===== src/rx_front_pkg.sv =====
package rx_front_pkg;
  // ----------------------------------------
  // Register byte offsets.
  // ----------------------------------------
  localparam int ADDR_W = 8;
  localparam logic [7:0] OFS_CTRL = 8'h00;
  localparam logic [7:0] OFS_PRE = 8'h04;
  localparam logic [7:0] OFS_SYNC = 8'h08;
  localparam logic [7:0] OFS_FOFS1 = 8'h0c;
  localparam logic [7:0] OFS_FOFS2 = 8'h10;
  localparam logic [7:0] OFS_FIFO = 8'h14;
  localparam logic [7:0] OFS_STAT = 8'h18;
  localparam logic [7:0] OFS_MASK = 8'h1c;
  localparam logic [7:0] OFS_AFULL = 8'h20;
  // ----------------------------------------
  // Field positions and reset values.
  // ----------------------------------------
  localparam int CTRL_RXEN = 0;
  localparam int CTRL_TRACK = 1;
  localparam int CTRL_REV = 2;
  localparam int CTRL_SLEN = 4;
  localparam int PRE_LIM = 8;
  localparam int STAT_CNT = 8;
  localparam logic [5:0] CTRL_RST = 6'h38;
  localparam logic [4:0] PRETH_RST = 5'h02;
  localparam logic [5:0] PRELIM_RST = 6'h10;
  localparam logic [31:0] SYNC_RST = 32'h2dd4_2dd4;
  localparam logic [6:0] AFULL_RST = 7'h37;
  // Settling lengths in bits, longer while tracking is on.
  localparam logic [7:0] SETTLE_BITS = 8'h08;
  localparam logic [7:0] SETTLE_TRACK_BITS = 8'h10;
  // ----------------------------------------
  // Events, revisions, responses, states.
  // ----------------------------------------
  localparam int EV_PRE = 0;
  localparam int EV_SYNC = 1;
  localparam int EV_NOPRE = 2;
  localparam int EV_AFULL = 3;
  localparam int EV_OVF = 4;
  localparam int EV_W = 5;
  localparam logic [1:0] REV_EARLY = 2'h0;
  localparam logic [1:0] REV_MID = 2'h1;
  localparam logic [1:0] RESP_OKAY = 2'h0;
  localparam logic [1:0] RESP_SLVERR = 2'h2;
  typedef enum logic [2:0] {RX_OFF, RX_SETTLE, RX_PREAMBLE, RX_SYNC, RX_PAYLOAD} rx_state_type;
endpackage


===== src/rx_fifo_mem.sv =====
`timescale 1ns/10ps
// Byte store for the receive FIFO; read data leave a register.
module rx_fifo_mem
#(
  parameter int WIDTH = 8,
  parameter int DEPTH = 64,
  parameter int AW = 6
)
(
  input logic sys_clk,
  input logic rst,
  input logic wrEn,
  input logic [AW-1:0] wrAddr,
  input logic [WIDTH-1:0] wrData,
  input logic [AW-1:0] rdAddr,
  output logic [WIDTH-1:0] rdData
);
  logic [WIDTH-1:0] mem [DEPTH];  // Storage array, not reset.
  logic [WIDTH-1:0] rdData_d;

  // A write to the address being read is passed through, so a byte
  // pushed into an empty FIFO is seen on the next cycle.
  always_comb
  begin
    rdData_d = mem[rdAddr];
    if (wrEn && wrAddr == rdAddr)
    begin
      rdData_d = wrData;
    end
  end

  // Storage write.
  always_ff @(posedge sys_clk)
  begin
    if (wrEn)
    begin
      mem[wrAddr] <= wrData;
    end
  end

  // Read register.
  always_ff @(posedge sys_clk or posedge rst)
  begin
    if (rst)
    begin
      rdData <= '0;
    end
    else
    begin
      rdData <= rdData_d;
    end
  end
endmodule


===== src/rx_preamble_sync_front_end.sv =====
// Chosen here: the AXI4-Lite register port and the register addresses.
`timescale 1ns/10ps
// Receive front end: preamble timer, preamble and sync search, FIFO.
module rx_preamble_sync_front_end
#(
  parameter int FIFO_DEPTH = 64
)
(
  input logic sys_clk,
  input logic rst,
  input logic [rx_front_pkg::ADDR_W-1:0] s_axi_awaddr,
  input logic s_axi_awvalid,
  output logic s_axi_awready,
  input logic [31:0] s_axi_wdata,
  input logic [3:0] s_axi_wstrb,
  input logic s_axi_wvalid,
  output logic s_axi_wready,
  output logic [1:0] s_axi_bresp,
  output logic s_axi_bvalid,
  input logic s_axi_bready,
  input logic [rx_front_pkg::ADDR_W-1:0] s_axi_araddr,
  input logic s_axi_arvalid,
  output logic s_axi_arready,
  output logic [31:0] s_axi_rdata,
  output logic [1:0] s_axi_rresp,
  output logic s_axi_rvalid,
  input logic s_axi_rready,
  input logic demodBit,
  input logic demodBitValid,
  input logic [15:0] measOffset,
  input logic measOffsetValid,
  output logic irq
);
  import rx_front_pkg::*;

  localparam int PW = $clog2(FIFO_DEPTH);
  localparam logic [PW:0] DEPTH_C = (PW+1)'(FIFO_DEPTH);

  // ----------------------------------------
  // Register and bus state.
  // ----------------------------------------
  logic [ADDR_W-1:0] awAddr_q, awAddr_d, arAddr_q, arAddr_d;
  logic awHave_q, awHave_d, wHave_q, wHave_d;
  logic [31:0] wData_q, wData_d;
  logic [3:0] wStrb_q, wStrb_d;
  logic awRdy_q, awRdy_d, wRdy_q, wRdy_d, arRdy_q, arRdy_d;
  logic bvalid_q, bvalid_d, rvalid_q, rvalid_d, rdPend_q, rdPend_d;
  logic [1:0] bresp_q, bresp_d, rresp_q, rresp_d;
  logic [31:0] rdata_q, rdata_d;
  logic [5:0] ctrl_q, ctrl_d;  // Enable, tracking, revision, sync length.
  logic [4:0] preTh_q, preTh_d;  // Preamble threshold in nibbles.
  logic [5:0] preLim_q, preLim_d;  // Early-variant timeout limit.
  logic [31:0] sync_q, sync_d;  // Sync pattern, first byte on top.
  logic [15:0] fofs_q, fofs_d;  // Frequency offset, both halves.
  logic [EV_W-1:0] stat_q, stat_d, mask_q, mask_d, events;
  logic [PW:0] afullTh_q, afullTh_d;
  logic irq_q, irq_d;
  logic pop;
  logic [31:0] merged, wrOld;

  // ----------------------------------------
  // Receive and FIFO state.
  // ----------------------------------------
  rx_state_type state_q, state_d;
  logic [9:0] timer_q, timer_d, tmo;
  logic tmoDone_q, tmoDone_d, rxEnPrev_q, prevBit_q, prevBit_d;
  logic [7:0] preCnt_q, preCnt_d, settle_q, settle_d, preNeed;
  logic [31:0] shift_q, shift_d, newShift, syncPat, syncMask;
  logic [5:0] syncBits_q, syncBits_d, syncNeed;
  logic [2:0] bitCnt_q, bitCnt_d;
  logic [7:0] byte_q, byte_d, byteNew, memRd;
  logic push, preEv, syncEv, noPreEv, ovfEv, rxEn, trackEn;
  logic [PW-1:0] wrPtr_q, wrPtr_d, rdPtr_q, rdPtr_d;
  logic [PW:0] count_q, count_d;
  logic aFull_q, aFull_d;

  assign rxEn = ctrl_q[CTRL_RXEN];
  assign trackEn = ctrl_q[CTRL_TRACK];

  // Byte-lane merge for partial writes.
  function automatic logic [31:0] mergeLanes(input logic [31:0] o, input logic [31:0] n, input logic [3:0] s);
    logic [31:0] r;
    r = o;
    for (int i = 0; i < 4; i++)
    begin
      if (s[i])
      begin
        r[8*i +: 8] = n[8*i +: 8];
      end
    end
    return r;
  endfunction

  // ----------------------------------------
  // Bus slave, registers and interrupt.
  // ----------------------------------------
  // Writes complete one cycle after both address and data are held.
  // Reads answer one cycle after the address is taken, which gives the
  // FIFO store a cycle to present its registered byte.
  always_comb
  begin
    {awAddr_d, awHave_d, wData_d, wStrb_d, wHave_d} = {awAddr_q, awHave_q, wData_q, wStrb_q, wHave_q};
    {bvalid_d, bresp_d, rvalid_d, rresp_d, rdata_d} = {bvalid_q, bresp_q, rvalid_q, rresp_q, rdata_q};
    {arAddr_d, rdPend_d, ctrl_d, preTh_d, preLim_d} = {arAddr_q, rdPend_q, ctrl_q, preTh_q, preLim_q};
    {sync_d, fofs_d, mask_d, afullTh_d} = {sync_q, fofs_q, mask_q, afullTh_q};
    pop = 1'b0;
    stat_d = stat_q;
    wrOld = 32'h0;
    case (awAddr_q)
      OFS_CTRL: wrOld = {26'h0, ctrl_q};
      OFS_PRE: wrOld = {18'h0, preLim_q, 3'h0, preTh_q};
      OFS_SYNC: wrOld = sync_q;
      OFS_FOFS1: wrOld = {24'h0, fofs_q[15:8]};
      OFS_FOFS2: wrOld = {24'h0, fofs_q[7:0]};
      OFS_MASK: wrOld = {{(32-EV_W){1'b0}}, mask_q};
      OFS_AFULL: wrOld = {{(31-PW){1'b0}}, afullTh_q};
      default: wrOld = 32'h0;
    endcase
    merged = mergeLanes(wrOld, wData_q, wStrb_q);
    if (s_axi_awvalid && awRdy_q)
    begin
      awHave_d = 1'b1;
      awAddr_d = s_axi_awaddr;
    end
    if (s_axi_wvalid && wRdy_q)
    begin
      wHave_d = 1'b1;
      wData_d = s_axi_wdata;
      wStrb_d = s_axi_wstrb;
    end
    if (awHave_q && wHave_q && !bvalid_q)
    begin
      awHave_d = 1'b0;
      wHave_d = 1'b0;
      bvalid_d = 1'b1;
      bresp_d = RESP_OKAY;
      case (awAddr_q)
        OFS_CTRL: ctrl_d = merged[5:0];
        OFS_PRE:
        begin
          preTh_d = merged[4:0];
          preLim_d = merged[PRE_LIM +: 6];
        end
        OFS_SYNC: sync_d = merged;
        OFS_FOFS1: fofs_d[15:8] = merged[7:0];
        OFS_FOFS2: fofs_d[7:0] = merged[7:0];
        OFS_MASK: mask_d = merged[EV_W-1:0];
        OFS_AFULL: afullTh_d = merged[PW:0];
        OFS_FIFO, OFS_STAT: bresp_d = RESP_OKAY;  // Read-only, write ignored.
        default: bresp_d = RESP_SLVERR;
      endcase
    end
    if (bvalid_q && s_axi_bready)
    begin
      bvalid_d = 1'b0;
    end
    if (s_axi_arvalid && arRdy_q)
    begin
      rdPend_d = 1'b1;
      arAddr_d = s_axi_araddr;
    end
    if (rdPend_q)
    begin
      rdPend_d = 1'b0;
      rvalid_d = 1'b1;
      rresp_d = RESP_OKAY;
      rdata_d = 32'h0;
      case (arAddr_q)
        OFS_CTRL: rdata_d = {26'h0, ctrl_q};
        OFS_PRE: rdata_d = {18'h0, preLim_q, 3'h0, preTh_q};
        OFS_SYNC: rdata_d = sync_q;
        OFS_FOFS1: rdata_d = {24'h0, fofs_q[15:8]};
        OFS_FOFS2: rdata_d = {24'h0, fofs_q[7:0]};
        OFS_MASK: rdata_d = {{(32-EV_W){1'b0}}, mask_q};
        OFS_AFULL: rdata_d = {{(31-PW){1'b0}}, afullTh_q};
        OFS_FIFO:
        begin
          // An empty FIFO reads as zero and does not move.
          pop = (count_q != '0);
          rdata_d = pop ? {24'h0, memRd} : 32'h0;
        end
        OFS_STAT:
        begin
          rdata_d[EV_W-1:0] = stat_q;
          rdata_d[STAT_CNT +: PW+1] = count_q;
          stat_d = 5'h00;  // Read clears the sticky bits.
        end
        default: rresp_d = RESP_SLVERR;
      endcase
    end
    if (rvalid_q && s_axi_rready)
    begin
      rvalid_d = 1'b0;
    end
    awRdy_d = !awHave_d;
    wRdy_d = !wHave_d;
    arRdy_d = !rdPend_d && !rvalid_d;
    // Hardware capture overrides a host write in the same cycle.
    if (trackEn && measOffsetValid)
    begin
      fofs_d = measOffset;
    end
    // A new event wins over the read that clears it.
    stat_d = stat_d | events;
    irq_d = |(stat_d & mask_d);
  end

  // Bus and register flip-flops.
  always_ff @(posedge sys_clk or posedge rst)
  begin
    if (rst)
    begin
      {awAddr_q, awHave_q, wData_q, wStrb_q, wHave_q} <= '0;
      {bvalid_q, bresp_q, rvalid_q, rresp_q, rdata_q} <= '0;
      {arAddr_q, rdPend_q, fofs_q, stat_q, mask_q, irq_q} <= '0;
      {awRdy_q, wRdy_q, arRdy_q} <= 3'h7;
      ctrl_q <= CTRL_RST;
      preTh_q <= PRETH_RST;
      preLim_q <= PRELIM_RST;
      sync_q <= SYNC_RST;
      afullTh_q <= (PW+1)'(AFULL_RST);
    end
    else
    begin
      {awAddr_q, awHave_q, wData_q, wStrb_q, wHave_q} <= {awAddr_d, awHave_d, wData_d, wStrb_d, wHave_d};
      {bvalid_q, bresp_q, rvalid_q, rresp_q, rdata_q} <= {bvalid_d, bresp_d, rvalid_d, rresp_d, rdata_d};
      {arAddr_q, rdPend_q, fofs_q, stat_q, mask_q, irq_q} <= {arAddr_d, rdPend_d, fofs_d, stat_d, mask_d, irq_d};
      {awRdy_q, wRdy_q, arRdy_q} <= {awRdy_d, wRdy_d, arRdy_d};
      {ctrl_q, preTh_q, preLim_q, sync_q, afullTh_q} <= {ctrl_d, preTh_d, preLim_d, sync_d, afullTh_d};
    end
  end

  assign {s_axi_awready, s_axi_wready, s_axi_arready} = {awRdy_q, wRdy_q, arRdy_q};
  assign {s_axi_bvalid, s_axi_bresp, s_axi_rvalid, s_axi_rresp} = {bvalid_q, bresp_q, rvalid_q, rresp_q};
  assign s_axi_rdata = rdata_q;
  assign irq = irq_q;
  assign events = {ovfEv, aFull_d && !aFull_q, noPreEv, syncEv, preEv};

  // ----------------------------------------
  // Bit receiver.
  // ----------------------------------------
  // Demodulated bits come from logic on this clock, qualified by
  // demodBitValid, so they need no synchroniser.
  always_comb
  begin
    case (ctrl_q[CTRL_REV +: 2])
      REV_EARLY: tmo = {4'h0, preLim_q[5:2], 2'b00};
      REV_MID: tmo = 10'h004 + {({1'b0, preTh_q} + 6'h01), 4'h0};
      default: tmo = {3'h0, ({1'b0, preTh_q} + 6'h02), 1'b0};
    endcase
    preNeed = (preTh_q == 5'h00) ? 8'h01 : {1'b0, preTh_q, 2'b00};
    syncPat = sync_q >> {~ctrl_q[CTRL_SLEN +: 2], 3'b000};
    syncMask = 32'hffff_ffff >> {~ctrl_q[CTRL_SLEN +: 2], 3'b000};
    syncNeed = {({1'b0, ctrl_q[CTRL_SLEN +: 2]} + 3'h1), 3'b000};
    newShift = {shift_q[30:0], demodBit};
    byteNew = {byte_q[6:0], demodBit};
    {state_d, timer_d, tmoDone_d, prevBit_d, preCnt_d} = {state_q, timer_q, tmoDone_q, prevBit_q, preCnt_q};
    {settle_d, shift_d, syncBits_d, bitCnt_d, byte_d} = {settle_q, shift_q, syncBits_q, bitCnt_q, byte_q};
    {push, preEv, syncEv, noPreEv, ovfEv} = 5'h00;
    if (!rxEn)
    begin
      state_d = RX_OFF;
    end
    else if (!rxEnPrev_q)
    begin
      // Receiver just switched on: timer and counters restart.
      state_d = RX_SETTLE;
      timer_d = 10'h000;
      tmoDone_d = 1'b0;
      settle_d = 8'h00;
      preCnt_d = 8'h00;
    end
    else if (demodBitValid)
    begin
      // The timer counts bit periods until it fires or a preamble ends it.
      if ((state_q == RX_SETTLE || state_q == RX_PREAMBLE) && !tmoDone_q)
      begin
        timer_d = timer_q + 10'h001;
        if (tmo != 10'h000 && timer_d == tmo)
        begin
          noPreEv = 1'b1;
          tmoDone_d = 1'b1;
        end
      end
      case (state_q)
        RX_SETTLE:
        begin
          settle_d = settle_q + 8'h01;
          if (settle_d >= (trackEn ? SETTLE_TRACK_BITS : SETTLE_BITS))
          begin
            state_d = RX_PREAMBLE;
          end
        end
        RX_PREAMBLE:
        begin
          // Two equal bits in a row restart the run of alternation.
          if (preCnt_q != 8'h00 && demodBit == prevBit_q)
          begin
            preCnt_d = 8'h01;
          end
          else if (preCnt_q != 8'hff)
          begin
            preCnt_d = preCnt_q + 8'h01;
          end
          prevBit_d = demodBit;
          if (preCnt_d >= preNeed)
          begin
            preEv = 1'b1;
            noPreEv = 1'b0;
            tmoDone_d = 1'b1;
            timer_d = 10'h000;
            state_d = RX_SYNC;
            shift_d = 32'h0;
            syncBits_d = 6'h00;
          end
        end
        RX_SYNC:
        begin
          shift_d = newShift;
          syncBits_d = (syncBits_q == 6'h3f) ? syncBits_q : syncBits_q + 6'h01;
          if (syncBits_d >= syncNeed && (newShift & syncMask) == syncPat)
          begin
            syncEv = 1'b1;
            state_d = RX_PAYLOAD;
            bitCnt_d = 3'h0;
          end
        end
        RX_PAYLOAD:
        begin
          byte_d = byteNew;
          bitCnt_d = bitCnt_q + 3'h1;
          if (bitCnt_q == 3'h7)
          begin
            // A byte arriving at a full FIFO is dropped and flagged.
            push = (count_q < DEPTH_C);
            ovfEv = !push;
          end
        end
        default: state_d = RX_OFF;
      endcase
    end
  end

  // Receiver flip-flops.
  always_ff @(posedge sys_clk or posedge rst)
  begin
    if (rst)
    begin
      state_q <= RX_OFF;
      {timer_q, tmoDone_q, rxEnPrev_q, prevBit_q, preCnt_q} <= '0;
      {settle_q, shift_q, syncBits_q, bitCnt_q, byte_q} <= '0;
    end
    else
    begin
      state_q <= state_d;
      {timer_q, tmoDone_q, rxEnPrev_q, prevBit_q, preCnt_q} <= {timer_d, tmoDone_d, rxEn, prevBit_d, preCnt_d};
      {settle_q, shift_q, syncBits_q, bitCnt_q, byte_q} <= {settle_d, shift_d, syncBits_d, bitCnt_d, byte_d};
    end
  end

  // ----------------------------------------
  // Receive FIFO pointers and almost-full.
  // ----------------------------------------
  always_comb
  begin
    wrPtr_d = push ? wrPtr_q + 1'b1 : wrPtr_q;
    rdPtr_d = pop ? rdPtr_q + 1'b1 : rdPtr_q;
    count_d = count_q + (PW+1)'(push) - (PW+1)'(pop);
    aFull_d = (count_d >= afullTh_d);
  end

  // FIFO flip-flops.
  always_ff @(posedge sys_clk or posedge rst)
  begin
    if (rst)
    begin
      {wrPtr_q, rdPtr_q, count_q, aFull_q} <= '0;
    end
    else
    begin
      {wrPtr_q, rdPtr_q, count_q, aFull_q} <= {wrPtr_d, rdPtr_d, count_d, aFull_d};
    end
  end

  rx_fifo_mem #(.WIDTH(8), .DEPTH(FIFO_DEPTH), .AW(PW)) fifoMem (
    .sys_clk(sys_clk),
    .rst(rst),
    .wrEn(push),
    .wrAddr(wrPtr_q),
    .wrData(byteNew),
    .rdAddr(rdPtr_d),
    .rdData(memRd)
  );
endmodule


===== config.mk =====
export PLATFORM = sky130hd
export DESIGN_NAME = rx_preamble_sync_front_end
export DESIGN_NICKNAME = d
export VERILOG_FILES = /design/src/rx_front_pkg.sv /design/src/rx_fifo_mem.sv /design/src/rx_preamble_sync_front_end.sv
export SDC_FILE = /design/constraint.sdc
export NUM_CORES = 1
export LEC_CHECK = 0
export BUFFER_PORTS_ARGS = -buffer_cell sky130_fd_sc_hd__buf_2
export CORE_MARGIN = 2
export CORE_UTILIZATION = 47
export DETAILED_ROUTE_END_ITERATION = 12
export MAX_ROUTING_LAYER = met4
export SETUP_SLACK_MARGIN = 0.2
export SLEW_MARGIN = 20
export SYNTH_ARGS = -nofsm -noshare
export SYNTH_HDL_FRONTEND = slang
export SYNTH_SLANG_ARGS = --single-unit

===== constraint.sdc =====
create_clock -name sys_clk -period 13.5 [get_ports sys_clk]
set_input_delay 1.35 -clock sys_clk [delete_from_list [all_inputs] [get_ports sys_clk]]
set_output_delay 1.35 -clock sys_clk [all_outputs]
set_load 0.005 [all_outputs]

### Yosys cells after proc, flatten, opt, wreduce, memory -nomap -nowiden

Memories as Yosys holds them, arrays and structs flattened. A register that Yosys moved wholly into a read port is not among the register bits.
Cells that the tools add are included.

| storage, ports and cells | value |
|---|---|
| bits in registers | 278 |
| bits in writable memories | 512 |
| input bits | 78 |
| output and inout bits | 42 |
| word-level logic and storage cells | 267 |
| memories kept | 1 |

Memory list:

| memory | words | width | read ports | clocked after memory_dff | write ports | RTL line | text |
|---|---|---|---|---|---|---|---|
| fifoMem.mem | 64 | 8 | 1 | 1 | 1 | rx_fifo_mem.sv:18 | `logic [WIDTH-1:0] mem [DEPTH];` |

| operators by class | value |
|---|---|
| $add $sub $neg | 13 |
| magnitude comparators | 5 |
| eq/ne operators | 40 |
| shifts and indexed selects | 2 |
| muxes and demuxes | 104 |
| bitwise gates (word level) | 4 |
| reductions and logical operators | 55 |

Operator list:

| operator | number |
|---|---|
| one-hot mux 32 bit (6 select lines) | 1 |
| two-way mux 8 bit | 19 |
| == test 8 x 5 -> 1 bit, second input constant | 8 |
| one-hot mux 31 bit (2 select lines) | 1 |
| two-way mux 10 bit | 5 |
| two-way mux 1 bit | 47 |
| one-hot mux 5 bit (9 select lines) | 1 |
| one-hot mux 17 bit (2 select lines) | 1 |
| AND 32 bit | 1 |
| == test 32 bit | 1 |
| == test 8 x 4 -> 1 bit, second input constant | 4 |
| two-way mux 16 bit | 2 |
| right shift 32 x 5 -> 32 bit | 1 |
| right shift 32 x 5 -> 32 bit, first input constant | 1 |
| two-way mux 31 bit | 1 |
| one-hot mux 7 bit (4 select lines) | 1 |
| two-way mux 5 bit | 5 |
| two-way mux 3 bit | 7 |
| two-way mux 7 bit | 3 |
| one-hot mux 10 bit (2 select lines) | 1 |
| adder 6 x 1 -> 6 bit, second input constant | 3 |
| two-way mux 6 bit | 3 |
| one-hot mux 3 bit (6 select lines) | 1 |
| OR reduction 9 bit | 2 |
| other kinds (51) | 103 |

### Longest topological paths before layout

| depth | value |
|---|---|
| depth after elaboration | 16 |
| mapped depth | 26 |
| depth with buffers taken out | 22 |

### Cells and area by module

A second synthesis with hierarchy kept.

| unflattened totals | value |
|---|---|
| cells, all modules | 2574 |
| area, all modules | 35430.2 um^2 |

By module, submodules not included:

| module | instances | cells an instance | area an instance (um^2) | sequential area each (um^2) |
|---|---|---|---|---|
| rx_fifo_mem | 1 | 1152 | 20729.9 | 15574.9 |
| rx_preamble_sync_front_end | 1 | 1422 | 14700.3 | 6942.9 |

### Least setup slack after synthesis

Ideal clock, no wire load.

| timing path | value |
|---|---|
| kind | input to register |
| from | in demodBitValid |
| to | reg irq_q (netlist: irq) |
| setup time | 135 ps |
| data arrival time | 4893 ps |
| data required time | 13365 ps |
| slack | 8472 ps |
| stages on the path | 20 |
| path buffers | 1 |
| cells stage by stage | nand3_1 > or2_1 > buf_6 > nor3b_4 > inv_1 > ha_1 > inv_1 > ha_1 > inv_1 > fa_1 > inv_1 > ha_1 > a21o_1 > a21o_1 > a21oi_1 > o21ai_0 > a21oi_1 > o21ai_0 > a222oi_1 > nand3_1 |

| between the ends | value |
|---|---|
| cells in the longest elaborated chain, start to end | 10 |
| elaborated cells between the ends (all ways) | 22 |
| those cells by class | add/sub (2); order compare (1); mux (15); bitwise (2); reduce/logical (2) |

Ends and longest elaborated chain:

| element | RTL line | text |
|---|---|---|
| from (decl) | rx_preamble_sync_front_end.sv:29 | `input logic demodBitValid,` |
| two-way mux 1 bit | rx_preamble_sync_front_end.sv:273 | `else if (demodBitValid)` |
| two-way mux 1 bit | rx_preamble_sync_front_end.sv:264 | `else if (!rxEnPrev_q)` |
| two-way mux 1 bit | rx_preamble_sync_front_end.sv:260 | `if (!rxEn)` |
| adder 7 x 1 -> 7 bit | rx_preamble_sync_front_end.sv:368 | `count_d = count_q + (PW+1)'(push) - (PW+1)'(pop);` |
| subtractor 7 x 1 -> 7 bit | rx_preamble_sync_front_end.sv:368 |  |
| via count_d[1] | rx_preamble_sync_front_end.sv:74 | `logic [PW:0] count_q, count_d;` |
| greater-or-equal comparator 7 bit | rx_preamble_sync_front_end.sv:369 | `aFull_d = (count_d >= afullTh_d);` |
| logical AND 1 bit | rx_preamble_sync_front_end.sv:237 | `assign events = {ovfEv, aFull_d && !aFull_q, noPreEv, syncEv, preEv};` |
| OR 5 bit | rx_preamble_sync_front_end.sv:204 | `stat_d = stat_d \| events;` |
| via stat_d[3] | rx_preamble_sync_front_end.sv:55 | `logic [EV_W-1:0] stat_q, stat_d, mask_q, mask_d, events;` |
| AND 5 bit | rx_preamble_sync_front_end.sv:205 | `irq_d = \|(stat_d & mask_d);` |
| OR reduction 5 bit | rx_preamble_sync_front_end.sv:205 |  |
| via irq_d | rx_preamble_sync_front_end.sv:57 | `logic irq_q, irq_d;` |
| to (signal assigned) | rx_preamble_sync_front_end.sv:227 | `{arAddr_q, rdPend_q, fofs_q, stat_q, mask_q, irq_q} <= {arAddr_d, rdPend_d, fofs_d, stat_d, mask_d, irq_d};` |
| to (decl) | rx_preamble_sync_front_end.sv:57 |  |

The timed path passes the listed nets, and every way through them passes these cells.
A chain may end at the register's enable or synchronous reset.

### Final worst setup path

| timing path | value |
|---|---|
| from | reg rdPtr_q[0] |
| to | reg fifoMem.rdData[5], read port of fifoMem.mem |

| between the ends | value |
|---|---|
| cells in the longest elaborated chain, start to end | 2 |

Ends and longest elaborated chain:

| element | RTL line | text |
|---|---|---|
| from (decl) | rx_preamble_sync_front_end.sv:73 | `logic [PW-1:0] wrPtr_q, wrPtr_d, rdPtr_q, rdPtr_d;` |
| from (signal assigned) | rx_preamble_sync_front_end.sv:381 | `{wrPtr_q, rdPtr_q, count_q, aFull_q} <= {wrPtr_d, rdPtr_d, count_d, aFull_d};` |
| adder 6 x 1 -> 6 bit | rx_preamble_sync_front_end.sv:367 | `rdPtr_d = pop ? rdPtr_q + 1'b1 : rdPtr_q;` |
| two-way mux 6 bit (*) | rx_preamble_sync_front_end.sv:367 |  |
| to (decl) | rx_fifo_mem.sv:16 | `output logic [WIDTH-1:0] rdData` |

Every way passes the cells marked *; elsewhere a longest branch is shown, timed or not.

==> impl_metrics.tcl <==
set metrics [dict create \
    detail_route.wl_per_cell_um 27.97 \
    grt_pass1_wl_um 188900 \
    dr.first_iter.drc_count 3419 \
    async_reset_ff_frac 0.3568 \
    mostFrequentLayoutCell "edfxtp_1" \
    globalRoute.totalOverflow 0 \
    flow.area_growth_from_synthesis_pct 11.69 \
    setup_tns_ns 0 \
    layout_worst_path_cycle_share 0.4005 \
    max-vdd-ir-drop_mv 0.1168 \
    number_of_top_level_pins 120 \
    setup_slack_ns 8.093 \
    outcome "complete, no violations" \
    number_of_hold_buffers_added_after_cts 0 \
    cts.sinks 796 \
    power_density_nw_per_um2 153.3 \
    arrival_time_at_the_worst_endpoint_ns 5.96 \
    antenna_left 0 \
    num-nets-final 3511 \
    crit_path_start_kind "flip-flop" \
    grt_pass1_vias 28940 \
    finalPower_mw 6.803 \
    timing.setup.critical_path_class "reg2reg" \
    syn_inst 3343 \
    port_buffers 117 \
    floorplan.die_area_um2 86890 \
    clock-skew-final_ns 0.02741 \
    cell_variety_after_synth 100 \
    design.core.area_um2 83690 \
    worstPathRequired_ns 14.06 \
    routed-via-count 29850 \
    timing.max_slew.rel_slack 0.2198 \
    tritoncts "built" \
    route.detailed.vias_per_inst 6.487 \
    grtUsageTotal 0.3007 \
    grt_antenna_before_repair 1 \
    postSynth.topFlopCell "edfxtp_1" \
    clk_root_buffer_cell "clkbuf_16" \
    maximum_number_of_pins_on_one_net_before_global_route_repair 132 \
    worst_path_most_repeated_cell "buf_4" \
    leakagePower_nw 17.01 \
    drive_gt1_frac 0.1686 \
    slew_viol_final 0 \
    synth_edf_count 512 \
    crit_chain "ha_4 > buf_4 > buf_4 > nand2_2 > buf_4 > nor2_1 > o21ai_0 > o2111ai_1 > a41oi_1 > o41ai_1 > a211o_1 > nand4_1 > mux2_1" \
    mappedNetlistArea_um2 39740 \
    dieHeight_um 294.8 \
    cts_bufs_inserted 89 \
    gp_congestion 0.9260 \
    worst_setup_hold_path_clk_slew_ns 0.07 \
    yosysWarnings 0 \
    die_x_um 294.8 \
    detailed_placement_wirelength_estimate_um 81960 \
    rows 106 \
    critical_path_peak_fanout 44 \
    worst_slew_pin_slew_ns 1.166 \
    clock_path_buffers 3 \
    maxCapViolations 0 \
    cts_repair_resize_count 0 \
    hold_path_class "reg2reg" \
    seq_area_frac_synth 0.5667 \
    drt-pass1-iter-count 7 \
    slowest_stage "ha_4" \
    final_hold_viol_count 0 \
    number_of_setup_violations_in_the_final_report 0 \
    period_minus_ws_final_ns 5.407 \
    synth_seq_cells 796 \
    grt_setup_unrepaired "false" \
    place_worst_setup_slack_ns 7.560 \
    maxClockFrequency_ghz 0.1850 \
    endpoint_kind "flip-flop" \
    post-cts-setup-buffer-count 0 \
    initial_utilization 0.4748 \
    clock_tree.htree_level_count 3 \
    syn_area_per_cell_um2 11.89 \
    clk-insertion-delay-late_ns 0.67 \
    largest_stage_delay_on_the_critical_path_ns 0.80 \
    routed_wirelength_um 128700 \
    detail_route.drc_violations 0 \
    most-common-layout-cells "edfxtp_1 (512), nor2_1 (303), nand2_1 (251), dfrtp_1 (244), mux2i_1 (240)" \
]
metal layers:
| layer | wire [um] | share of wire | up-vias | track usage |
|---|---|---|---|---|
| li1 | - | - | 12840 | - |
| met1 | 51050 | 0.40 | 14990 | 0.3846 |
| met2 | 58750 | 0.46 | 1630 | 0.4582 |
| met3 | 11910 | 0.093 | 388 | 0.06206 |
| met4 | 6984 | 0.054 | 0 | 0.1441 |
| met5 | 0 | 0 | - | - |
through the flow:
stage          cell area (um^2)  utilization  hold WS [ns]  std cells
2_1_floorplan             39740            -        0.3519       3344
3_3_place_gp              41360       0.4942        0.4718       4433
3_5_place_dp              41360       0.4942        0.4778       4433
4_1_cts                   44370       0.5302        0.4857       4598
5_1_grt                   44380       0.5303        0.5093       4599
6_report                  44380       0.5303        0.4828       4601
worst paths after layout:
path | cells past startpoint | slack [ns] | to | start
worst max-delay path | 13 | 8.09 | fifoMem.rdData[5]$_DFF_PP0_ | rdPtr_q[0]$_DFF_PP0_
worst min-delay path | 1 | 0.48 | s_axi_rvalid$_DFF_PP0_ | s_axi_rvalid$_DFF_PP0_
worst max register to register | 13 | 8.09 | fifoMem.rdData[5]$_DFF_PP0_ | rdPtr_q[0]$_DFF_PP0_
worst min register to register | 1 | 0.48 | s_axi_rvalid$_DFF_PP0_ | s_axi_rvalid$_DFF_PP0_
max in group asynchronous | 4 | 10.28 | sync_q[12]$_DFFE_PP0P_ | rst
min in group asynchronous | 2 | 0.91 | preCnt_q[7]$_DFFE_PP0P_ | rst
registers in the layout, indices dropped and copies added, names as in the netlist, 10 cells and up:
register     cells
fifoMem.mem    512
fofs_q          16
s_axi_rdata     32
shift_q         31
sync_q          32
timer_q         10
wData_q         32
final cells by class:
type	instances	area (um^2)
timing repair buffer	172	1027
clock buffer	118	2460
fill	7044	39310
antenna	3	7.507
sequential	796	22540
inverter	77	299.0
tap	1134	1419
multi-input combinational	2254	16080
clock inverter	47	553.0
synth_stat cells, types with 50 or more instances:
master    instances  share of area
a211oi_1         55          0.010
a21oi_1         126          0.016
a22oi_1          57          0.011
buf_2            60         0.0076
clkbuf_1        111          0.010
dfrtp_1         255           0.16
edfxtp_1        512           0.39
inv_1            68         0.0064
mux2_2          147          0.042
mux2i_1         240          0.060
mux4_2           50          0.028
nand2_1         252          0.024
nand3_1          90          0.011
nor2_1          308          0.029
o21ai_0         189          0.024
critical path, delay by kind of cell, from the launching register on:
| kind | cells | cell delay [ns] |
|---|---|---|
| simple gates | 3 | 0.82 |
| flops | 1 | 0.67 |
| compound gates | 5 | 0.81 |
| buf+inv | 3 | 1.85 |
| mux | 1 | 0.30 |
| fa+ha+maj | 1 | 0.80 |
kinds of logic after synthesis:
group	Yosys count	synth area share
AND/OR/NAND/NOR	896	0.1060
multiplexers	448	0.1336
buffers and inverters	294	0.03079
flip-flops	796	0.5667
AO/OA/AOI/OAI	795	0.1334
XOR/XNOR	70	0.01577
other	1	0.00009437
adder cells (fa/ha/maj)	43	0.01373
where the power goes:
| group | switching (mW) | internal (mW) | leakage [nW] |
|---|---|---|---|
| clock | 1.02 | 1.51 | 1.46 |
| combinational | 0.760 | 0.503 | 6.18 |
| sequential | 0.242 | 2.77 | 9.37 |
| total | 2.02 | 4.78 | 17.0 |
Power figures use the tool's default switching activity.
